===== config.mk =====
export PLATFORM = sky130hd
export DESIGN_NAME = tcr_regs
export DESIGN_NICKNAME = d
export VERILOG_FILES = /design/src/design/tcr_pkg.sv /design/src/design/tcr_regs.sv /design/src/design/tcr_flag_bit.sv
export SDC_FILE = /design/constraint.sdc
export NUM_CORES = 1
export LEC_CHECK = 0
export ABC_AREA = 1
export BUFFER_PORTS_ARGS = -buffer_cell sky130_fd_sc_hd__clkbuf_2
export CAP_MARGIN = 20
export CORE_MARGIN = 3
export CORE_UTILIZATION = 51
export CTS_CLUSTER_SIZE = 20
export DETAILED_ROUTE_END_ITERATION = 10
export PLACE_DENSITY = 0.94
export SYNTH_ARGS = -nofsm -noshare
export SYNTH_HDL_FRONTEND = slang
export SYNTH_SLANG_ARGS = --single-unit

===== constraint.sdc =====
create_clock -name clk_in -period 2.95 [get_ports clk_in]
set_clock_uncertainty 0.05 [all_clocks]
set_input_delay 0.4425 -clock clk_in [delete_from_list [all_inputs] [get_ports clk_in]]
set_output_delay 0.4425 -clock clk_in [all_outputs]
set_load 0.1 [all_outputs]

===== src/design/tcr_pkg.sv =====
/*
 * Package for the measurement setup and event register bank.
 * Holds register indices, field positions, reset values and decode tables.
 * Assumes an 8-bit register access port with a 6-bit address.
 */
package tcr_pkg;

    // Register indices on the access port
    localparam logic [5:0] TCR_ADDR_LAUNCH = 6'h00;
    localparam logic [5:0] TCR_ADDR_SETUP2 = 6'h01;
    localparam logic [5:0] TCR_ADDR_FLAGS  = 6'h02;
    localparam logic [5:0] TCR_ADDR_ENABLE = 6'h03;
    localparam logic [5:0] TCR_ADDR_CLIMH  = 6'h04;

    // Reset values
    localparam logic [7:0] TCR_SETUP2_RST = 8'h40;
    localparam logic [7:0] TCR_FLAGS_RST  = 8'h00;
    localparam logic [7:0] TCR_ENABLE_RST = 8'h07;
    localparam logic [7:0] TCR_CLIMH_RST  = 8'hFF;

    // Field positions in the setup register
    localparam int TCR_CAL_LSB  = 6;
    localparam int TCR_AVG_LSB  = 3;
    localparam int TCR_STOP_LSB = 0;

    // Bit positions in the event flag register
    localparam int TCR_BIT_DONE   = 4;
    localparam int TCR_BIT_BEGUN  = 3;
    localparam int TCR_BIT_REFOVF = 2;
    localparam int TCR_BIT_RNGOVF = 1;
    localparam int TCR_BIT_RESULT = 0;

    // Launch bit position in the first configuration register
    localparam int TCR_BIT_LAUNCH = 0;

    // Implemented flag bits and interrupt enable bits
    localparam logic [7:0] TCR_FLAGS_IMPL  = 8'h1F;
    localparam logic [7:0] TCR_ENABLE_IMPL = 8'h07;

    // Calibration window lengths in reference periods
    localparam logic [5:0] TCR_CAL_LEN0 = 6'h02;
    localparam logic [5:0] TCR_CAL_LEN1 = 6'h0A;
    localparam logic [5:0] TCR_CAL_LEN2 = 6'h14;
    localparam logic [5:0] TCR_CAL_LEN3 = 6'h28;

    // Largest legal stop code
    localparam logic [2:0] TCR_STOP_MAX = 3'h4;

endpackage


===== src/design/tcr_regs.sv =====
/*
 * Measurement setup register two, event flags, event enables and the
 * active-low interrupt pin of a time-to-digital converter.
 * Assumes the serial front end turns accesses into one-cycle write strobes
 * and combinational reads, and the measurement engine reports events as
 * one-cycle pulses on the same clock.
 */
// Contract
// - Cal window code picks 2/10/20/40 periods
// - Averaging cycles equal two to code
// - Stop codes 0-4 give 1-5 stops
// - Bit 4 set on completion, W1C
// - Bit 3 set on start, W1C
// - Reference overflow sets bit 2, halts
// - Ring overflow sets bit 1, halts
// - Bit 0 set on new result, W1C
// - Enable bits 2:0 reset to ones
// - Disabled source still sets its flag
// - Setup two at 01h resets 40h
// - Flags at 02h reset zero, top reserved
// - Launch bit write clears all flags
`timescale 1ns/100ps

module tcr_regs
    import tcr_pkg::*;
(
    // Clock and reset
    input  wire logic       clk_in,
    input  wire logic       reset_in,
    // Register access port
    input  wire logic [5:0] reg_addr_in,
    input  wire logic [7:0] reg_wdata_in,
    input  wire logic       reg_write_in,
    output logic      [7:0] reg_rdata_out,
    // Measurement engine events
    input  wire logic       meas_begun_in,
    input  wire logic       meas_done_in,
    input  wire logic       ref_overflow_in,
    input  wire logic       ring_overflow_in,
    // Decoded setup toward the engine
    output logic      [5:0] cal_window_length_out,
    output logic      [7:0] averaging_cycle_count_out,
    output logic      [2:0] stop_count_out,
    output logic            averaging_on_out,
    output logic            launch_out,
    output logic            halt_out,
    output logic      [7:0] coarse_limit_high_out,
    // Interrupt pin
    output logic            irq_n_pin_out
);

    ////////////////////////////////////////////////////////////////////////
    // Register state
    logic [7:0] setup2_q;
    logic [7:0] setup2_d;
    logic [7:0] enable_q;
    logic [7:0] enable_d;
    logic [7:0] climh_q;
    logic [7:0] climh_d;
    logic       irq_n_q;
    logic       irq_n_d;
    logic [4:0] flags;
    logic [4:0] flag_set;
    logic [4:0] flag_clr;
    logic       launch;
    logic       wr_flags;

    assign launch   = reg_write_in && (reg_addr_in == TCR_ADDR_LAUNCH)
                      && reg_wdata_in[TCR_BIT_LAUNCH];
    assign wr_flags = reg_write_in && (reg_addr_in == TCR_ADDR_FLAGS);

    // Writable registers; only implemented bits are kept
    always_comb
    begin
        setup2_d = setup2_q;
        enable_d = enable_q;
        climh_d  = climh_q;
        if (reg_write_in)
        begin
            case (reg_addr_in)
                TCR_ADDR_SETUP2: setup2_d = reg_wdata_in;
                TCR_ADDR_ENABLE: enable_d = reg_wdata_in & TCR_ENABLE_IMPL;
                TCR_ADDR_CLIMH:  climh_d  = reg_wdata_in;
                default:         setup2_d = setup2_q;
            endcase
        end
    end

    always_ff @(posedge clk_in)
    begin
        if (reset_in)
        begin
            setup2_q <= TCR_SETUP2_RST;
            enable_q <= TCR_ENABLE_RST;
            climh_q  <= TCR_CLIMH_RST;
        end
        else
        begin
            setup2_q <= setup2_d;
            enable_q <= enable_d;
            climh_q  <= climh_d;
        end
    end

    ////////////////////////////////////////////////////////////////////////
    // Event flags; set sources are never masked
    assign flag_set[TCR_BIT_DONE]   = meas_done_in;
    assign flag_set[TCR_BIT_BEGUN]  = meas_begun_in;
    assign flag_set[TCR_BIT_REFOVF] = ref_overflow_in;
    assign flag_set[TCR_BIT_RNGOVF] = ring_overflow_in;
    assign flag_set[TCR_BIT_RESULT] = meas_done_in;

    // Write one clears; a launch clears every flag; zeros leave bits alone
    assign flag_clr = (wr_flags ? reg_wdata_in[4:0] : 5'h00)
                      | {5{launch}};

    genvar gi;
    generate
        for (gi = 0; gi < 5; gi++)
        begin : g_flag
            tcr_flag_bit u_flag (
                .clk_in   (clk_in),
                .reset_in (reset_in),
                .set_in   (flag_set[gi]),
                .clear_in (flag_clr[gi]),
                .flag_out (flags[gi])
            );
        end
    endgenerate

    ////////////////////////////////////////////////////////////////////////
    // Interrupt pin, registered so it never glitches
    always_comb
    begin
        irq_n_d = ~|(flags[2:0] & enable_q[2:0]);
    end

    always_ff @(posedge clk_in)
    begin
        if (reset_in)
            irq_n_q <= 1'b1;
        else
            irq_n_q <= irq_n_d;
    end

    assign irq_n_pin_out = irq_n_q;

    ////////////////////////////////////////////////////////////////////////
    // Read mux; reserved flag bits read zero
    always_comb
    begin
        case (reg_addr_in)
            TCR_ADDR_SETUP2: reg_rdata_out = setup2_q;
            TCR_ADDR_FLAGS:  reg_rdata_out = {3'h0, flags};
            TCR_ADDR_ENABLE: reg_rdata_out = enable_q;
            TCR_ADDR_CLIMH:  reg_rdata_out = climh_q;
            default:         reg_rdata_out = 8'h00;
        endcase
    end

    ////////////////////////////////////////////////////////////////////////
    // Field decode toward the engine
    always_comb
    begin
        case (setup2_q[TCR_CAL_LSB +: 2])
            2'h0:    cal_window_length_out = TCR_CAL_LEN0;
            2'h1:    cal_window_length_out = TCR_CAL_LEN1;
            2'h2:    cal_window_length_out = TCR_CAL_LEN2;
            default: cal_window_length_out = TCR_CAL_LEN3;
        endcase
    end

    // Count is 1 shifted by code, 1..128
    assign averaging_cycle_count_out = 8'h01 << setup2_q[TCR_AVG_LSB +: 3];
    assign averaging_on_out = |setup2_q[TCR_AVG_LSB +: 3];

    // Codes above four fall back to one stop, reported as count 1..5
    assign stop_count_out = (setup2_q[TCR_STOP_LSB +: 3] > TCR_STOP_MAX)
                            ? 3'h1 : 3'(setup2_q[TCR_STOP_LSB +: 3] + 3'h1);

    assign launch_out = launch;
    // Halt in the very cycle an overflow arrives
    assign halt_out = ref_overflow_in | ring_overflow_in;
    assign coarse_limit_high_out = climh_q;
endmodule


===== src/design/tcr_flag_bit.sv =====
/*
 * One sticky event flag with write-one-to-clear.
 * Assumes event and clear strobes are synchronous one-cycle levels.
 */
`timescale 1ns/100ps

module tcr_flag_bit
    import tcr_pkg::*;
(
    // Clock and reset
    input  wire logic clk_in,
    input  wire logic reset_in,
    // Event and clear
    input  wire logic set_in,
    input  wire logic clear_in,
    // State
    output logic      flag_out
);

    logic flag_q;
    logic flag_d;

    ////////////////////////////////////////////////////////////////////////
    // Set wins over clear so an event in the clearing cycle is kept
    always_comb
    begin
        flag_d = flag_q;
        if (clear_in)
            flag_d = 1'b0;
        if (set_in)
            flag_d = 1'b1;
    end

    always_ff @(posedge clk_in)
    begin
        if (reset_in)
            flag_q <= 1'b0;
        else
            flag_q <= flag_d;
    end

    assign flag_out = flag_q;
endmodule


==> results of run 1 <==
-- cell type report --
class | count | share of cell area (%)
clock inverter | 1 | 0.429
tap | 30 | 2.15
inverter | 27 | 6.59
timing repair buffer | 56 | 16.0
clock buffer | 3 | 1.29
multi-input combinational | 146 | 44.9
sequential | 25 | 28.6
-- synthesized netlist by cell type, types with 2 or more instances --
library cell	n
buf_2	2
nor2_8	2
nand3_1	15
o21ai_1	5
dfxtp_1	25
o21ai_0	5
nor2_4	4
nand4_1	3
nor3_1	8
nand2_4	2
nor2_2	2
inv_1	24
o211ai_1	2
nor2_1	20
a21oi_1	8
buf_4	3
nand2_1	63
ha_1	2
-- registers in the layout, indices dropped and copies added (netlist names) --
| name | count |
|---|---|
| irq_n_pin_out | 1 |
| g_flag.u_flag.flag_out | 5 |
| enable_q | 3 |
| coarse_limit_high_out | 8 |
| setup2_q | 8 |
-- kinds of logic after synthesis --
family	count (synthesis)	share of synthesized area (%)
buffers and inverters	33	10.9
adders and majority gates	2	1.80
DFF	25	35.9
other	1	0.269
and+or+nand+nor	121	42.5
AOI/OAI and AO/OA	22	8.71
-- worst reg2reg max path, stage by stage, from the launching register on --
cell and delay (ns):
dfxtp_1 0.41, inv_1 0.06, nor2_1 0.09, nand2_1 0.05
a21oi_1 0.11
-- power by group --
part,switching (mW),internal (mW)
clock,0.109,0.0520
combinational,0.0944,0.0279
sequential,0.00599,0.346
-- per-stage QoR --
stage / area (um^2) / utilization [%]
3_5_place_dp: 1720 / 67.5
5_1_grt: 1750 / 68.7
3_3_place_gp: 1720 / 67.5
2_1_floorplan: 1440 / -
6_report: 1750 / 68.7
4_1_cts: 1750 / 68.7
-- per-layer routing --
| metal | GRT usage [%] | up-vias | routed length [um] |
|---|---|---|---|
| met3 | 2.90 | 7 | 178 |
| met5 | 0 | - | 0 |
| li1 | - | 753 | - |
| met4 | 9.27 | 0 | 64 |
| met2 | 35.7 | 47 | 1720 |
| met1 | 28.3 | 645 | 1450 |
-- worst min-delay path by stage --
stage,end,depth (start not counted),startpoint
floorplan,enable_q[0],2,enable_q[0]
global placement,enable_q[0],2,enable_q[0]
detailed placement,enable_q[0],2,enable_q[0]
CTS,coarse_limit_high_out[7],3,reg_wdata_in[7]
global route,coarse_limit_high_out[7],3,reg_wdata_in[7]
finish,coarse_limit_high_out[5],3,reg_wdata_in[5]
-- layout by cell type, fill, tap and decap left out, types with 5 or more instances in the layout --
cell / instances
dfxtp_1: 25
o21ai_0: 5
nand2_1: 63
inv_1: 24
nor2_1: 19
o21ai_1: 5
nor3_2: 8
clkbuf_2: 56
a21oi_1: 8
nand3_1: 15
==> metrics.cfg, run 1 <==
[floorplan]
core_area_um2=2540
initial_core_util_pct=54.8
rows=18
die_w_um=58.3
chipHeight_um=58.3
dieArea_um2=3400
ios=58

[detailed_routing]
viasPerCell=5.04
drtIter0Drc=86
antenna_left=0
routed_wl_mm=3.42
num_vias=1452
firstDrtPassIters=4
wl_per_cell_um=11.9
post-route-drc-count=0

[cts]
hold_buffers=0
cts_buffer_depth=2
cts_num_sinks=25
cts_made_buffers=3
cts_tree=done
clk_latency_ns=0.33
htree_levels=1
cts_resized=0
clockRootBuffer=clkbuf_4
cts_setup_buffers=0
path_clk_slew_ns=0.14

[timing]
final_max_slew_viol_count=0
finalSetupViolCount=0
report.final.hold_viol_count=0
post-route-period-util_pct=76.7
rsz0062_at_grt=no
fmax_ghz=0.442
timing.final.ws_setup_ns=0.688
slew_headroom_pct=63.6
tns_ns=0
whs_ns=0.272
min_period_ns=2.26
worst_pin_slew_ns=0.548

[worst_setup_path]
ff2ff_path_depth=4
worstPathCellList=clkbuf_2 > nor2_2 > nand2_4 > nor2_8 > inv_1 > o211ai_1 > clkbuf_2
rrSetupSlack_ns=2.13
timing.rr.start=g_flag[0].u_flag.flag_out
cp_top_family=buffers and inverters
crit_path_start=reg_addr_in[2]
critPathCaptureType=output port
cp-start-kind=input port
crit_path_end=reg_rdata_out[3]
cpMostUsedCell=clkbuf_2
cp.buffers_inverters=3
slowest_delay_ns=0.48
r2r_end=g_flag[0].u_flag.flag_out
critPathMaxFanout=6
critical_path_class=input port to output port
worstPathRequired_ns=2.46
worst-path-stages=7
crit_slowest_cell=clkbuf_2
worstPathArrival_ns=1.77

[grt]
grtUsageTotal_pct=21.7
grt_pass1_vias=1271
grt-ovfl-total=0
grt_pass1_wl_mm=5.73
grt_max_degree=19
antenna_found_initial=0

[placement]
dp_cells=284
hpwlAfterDp_mm=2.79
pre_cts_slack_ns=0.680
place_congestion=0.850
numPortBuffers=56

[cells_and_area]
antenna-diode-count=0
layout.nets=282
area_delta_synth_final_pct=25.4
layout-drive-gt1-share_pct=32.6
seq_area_um2=500
fillerInstances=232
multiInputGateArea_um2=785
stdcell_count=288

[synthesis]
synthCells=204
synth_top_area_cell=dfxtp_1
avgSynthCellArea_um2=6.83
ys_types=27
syn-cell-area_um2=1390
ys_warn_count=0
ys_async_sr_fraction_pct=0
synth-edff-count=0
synth.net_count=227
synth_area_leaders=dfxtp_1 36%, nand2_1 17%, inv_1 6.5%
synth_seq_area_share_pct=35.9
synth_top_cell_area_share_pct=35.9
ys_ff_latch=25
synth_ff_type=dfxtp_1

[power_and_ir_drop]
p_leak_nw=0.936
worst_ir_drop_vdd_uv=305
p_per_area_nw_per_um2=363
finalPower_mw=0.635

[min_path]
hold_path_class=input port to flop

[run_status]
outcome=completed

[flow_run]
max-cap-violations=0

Note: power is estimated with default switching activity, not from simulation.
==> run 2, diff against run 1 <==
Settings changed: CORE_UTILIZATION 51 to 43, PLACE_DENSITY 0.94 to 0.86.
Clock period 2.95 ns to 2 ns, I/O delays scaled along.
==> metrics.cfg, run 2 (synthesis results as in run 1) <==
[cts]
clk_latency_ns=0.31
cts_num_sinks=25
hold_buffers=0
cts_tree=done
htree_levels=1
cts_buffer_depth=2
path_clk_slew_ns=0.13
clockRootBuffer=clkbuf_4
cts_made_buffers=3

[min_path]
hold_path_class=input port to flop

[timing]
tns_ns=0
post-route-period-util_pct=92.7
min_period_ns=1.85
rsz0062_at_grt=no
finalSetupViolCount=0
worst_pin_slew_ns=0.548
report.final.hold_viol_count=0
fmax_ghz=0.539
final_max_slew_viol_count=0
slew_headroom_pct=63.6

[power_and_ir_drop]
clkPwrFrac_pct=23.7
combPwrFrac_pct=21.0
p_int_mw=0.638
switchingPower_mw=0.299
p_leak_nw=1.02
seq_power_share_pct=55.3
worst_ir_drop_vdd_uv=350
p_sw_share_pct=31.9
p_per_area_nw_per_um2=453

[floorplan]
initial_core_util_pct=45.3
core_area_um2=3080
die_w_um=62.9
dieArea_um2=3960
ios=58
chipHeight_um=62.9
rows=20

[grt]
grt-ovfl-total=0
grt_pass1_wl_mm=6.16
antenna_found_initial=0
grt_max_degree=19
grtUsageTotal_pct=18.9
grt_pass1_vias=1428

[placement]
place_congestion=0.847
numPortBuffers=56
hpwlAfterDp_mm=2.94

[cells_and_area]
fillerInstances=265
final_cell_mix=63 x nand2_1, 37 x clkbuf_2, 22 x inv_1
post-route-util_pct=67.2
antenna-diode-count=0
area_delta_synth_final_pct=48.4
layout-drive-gt1-share_pct=37.5
layout.nets=283
layout_commonest_cell=nand2_1

[worst_setup_path]
worstPathRequired_ns=1.65
worstPathArrival_ns=1.50
critPathMaxFanout=6
cp-start-kind=flop
critPathCaptureType=output port
critical_path_class=flop to output port

[detailed_routing]
antenna_left=0
routed_wl_mm=3.49
firstDrtPassIters=4
viasPerCell=4.83
post-route-drc-count=0
num_vias=1462
drtIter0Drc=64
wl_per_cell_um=11.5

[flow_run]
max-cap-violations=0

[run_status]
outcome=completed

run 2: worst paths after layout:
kind / startpoint / end / slack (ns) / cells after the start
max reg2reg: g_flag[0].u_flag.flag_out / g_flag[0].u_flag.flag_out / 1.20 / 4
min: meas_begun_in / g_flag[3].u_flag.flag_out / 0.13 / 3
max: setup2_q[4] / reg_rdata_out[4] / 0.15 / 3
min reg2reg: coarse_limit_high_out[0] / coarse_limit_high_out[0] / 0.43 / 2
run 2: worst max-delay path, cell delays in order, from the launching register on:
cell,delay (ns)
dfxtp_2,0.45
inv_1,0.20
o211ai_1,0.31
buf_12,0.22
run 2: per-layer routing:
layer / vias up / track usage [%] / part of all wire (%)
met1: 657 / 23.2 / 41
li1: 749 / - / -
met2: 47 / 33.3 / 52
met5: - / 0 / 0
met3: 9 / 2.16 / 5.3
met4: 0 / 7.16 / 1.8
run 2: final cells by class:
| class | count | area, um^2 | share of cell area (%) |
|---|---|---|---|
| Clock buffer | 3 | 22.5 | 1.09 |
| Clock inverter | 1 | 5.00 | 0.242 |
| Inverter | 27 | 115 | 5.57 |
| Multi-Input combinational cell | 146 | 835 | 40.4 |
| Sequential cell | 25 | 509 | 24.6 |
| Tap cell | 44 | 55.1 | 2.66 |
| Timing Repair Buffer | 57 | 527 | 25.5 |
run 2: power by group through the flow:
stage          Combinational, mW  Clock (mW)  Sequential, mW
2_1_floorplan              0.119           0           0.550
3_3_place_gp               0.194           0           0.530
3_5_place_dp               0.197           0           0.530
4_1_cts                    0.197       0.231           0.519
5_1_grt                    0.209       0.245           0.521
6_report                   0.197       0.222           0.519
run 2: per-stage QoR:
stage	std cells	hold WS, ns	cell area (um^2)	setup slack, ns	power, mW
global placement	299	0.395	2030	0.253	0.723
global route	303	0.123	2070	0.0290	0.975
detailed placement	299	0.405	2030	0.249	0.727
finish	303	0.130	2070	0.146	0.938
CTS	303	0.121	2060	0.0420	0.947
floorplan	204	0.363	1490	-0.608	0.668
run 2: timing repair:
action	4_1_cts	5_1_grt
gates cloned	0	0
endpoints found under the setup margin	2	2
setup buffers	0	0
resized for setup	2	3
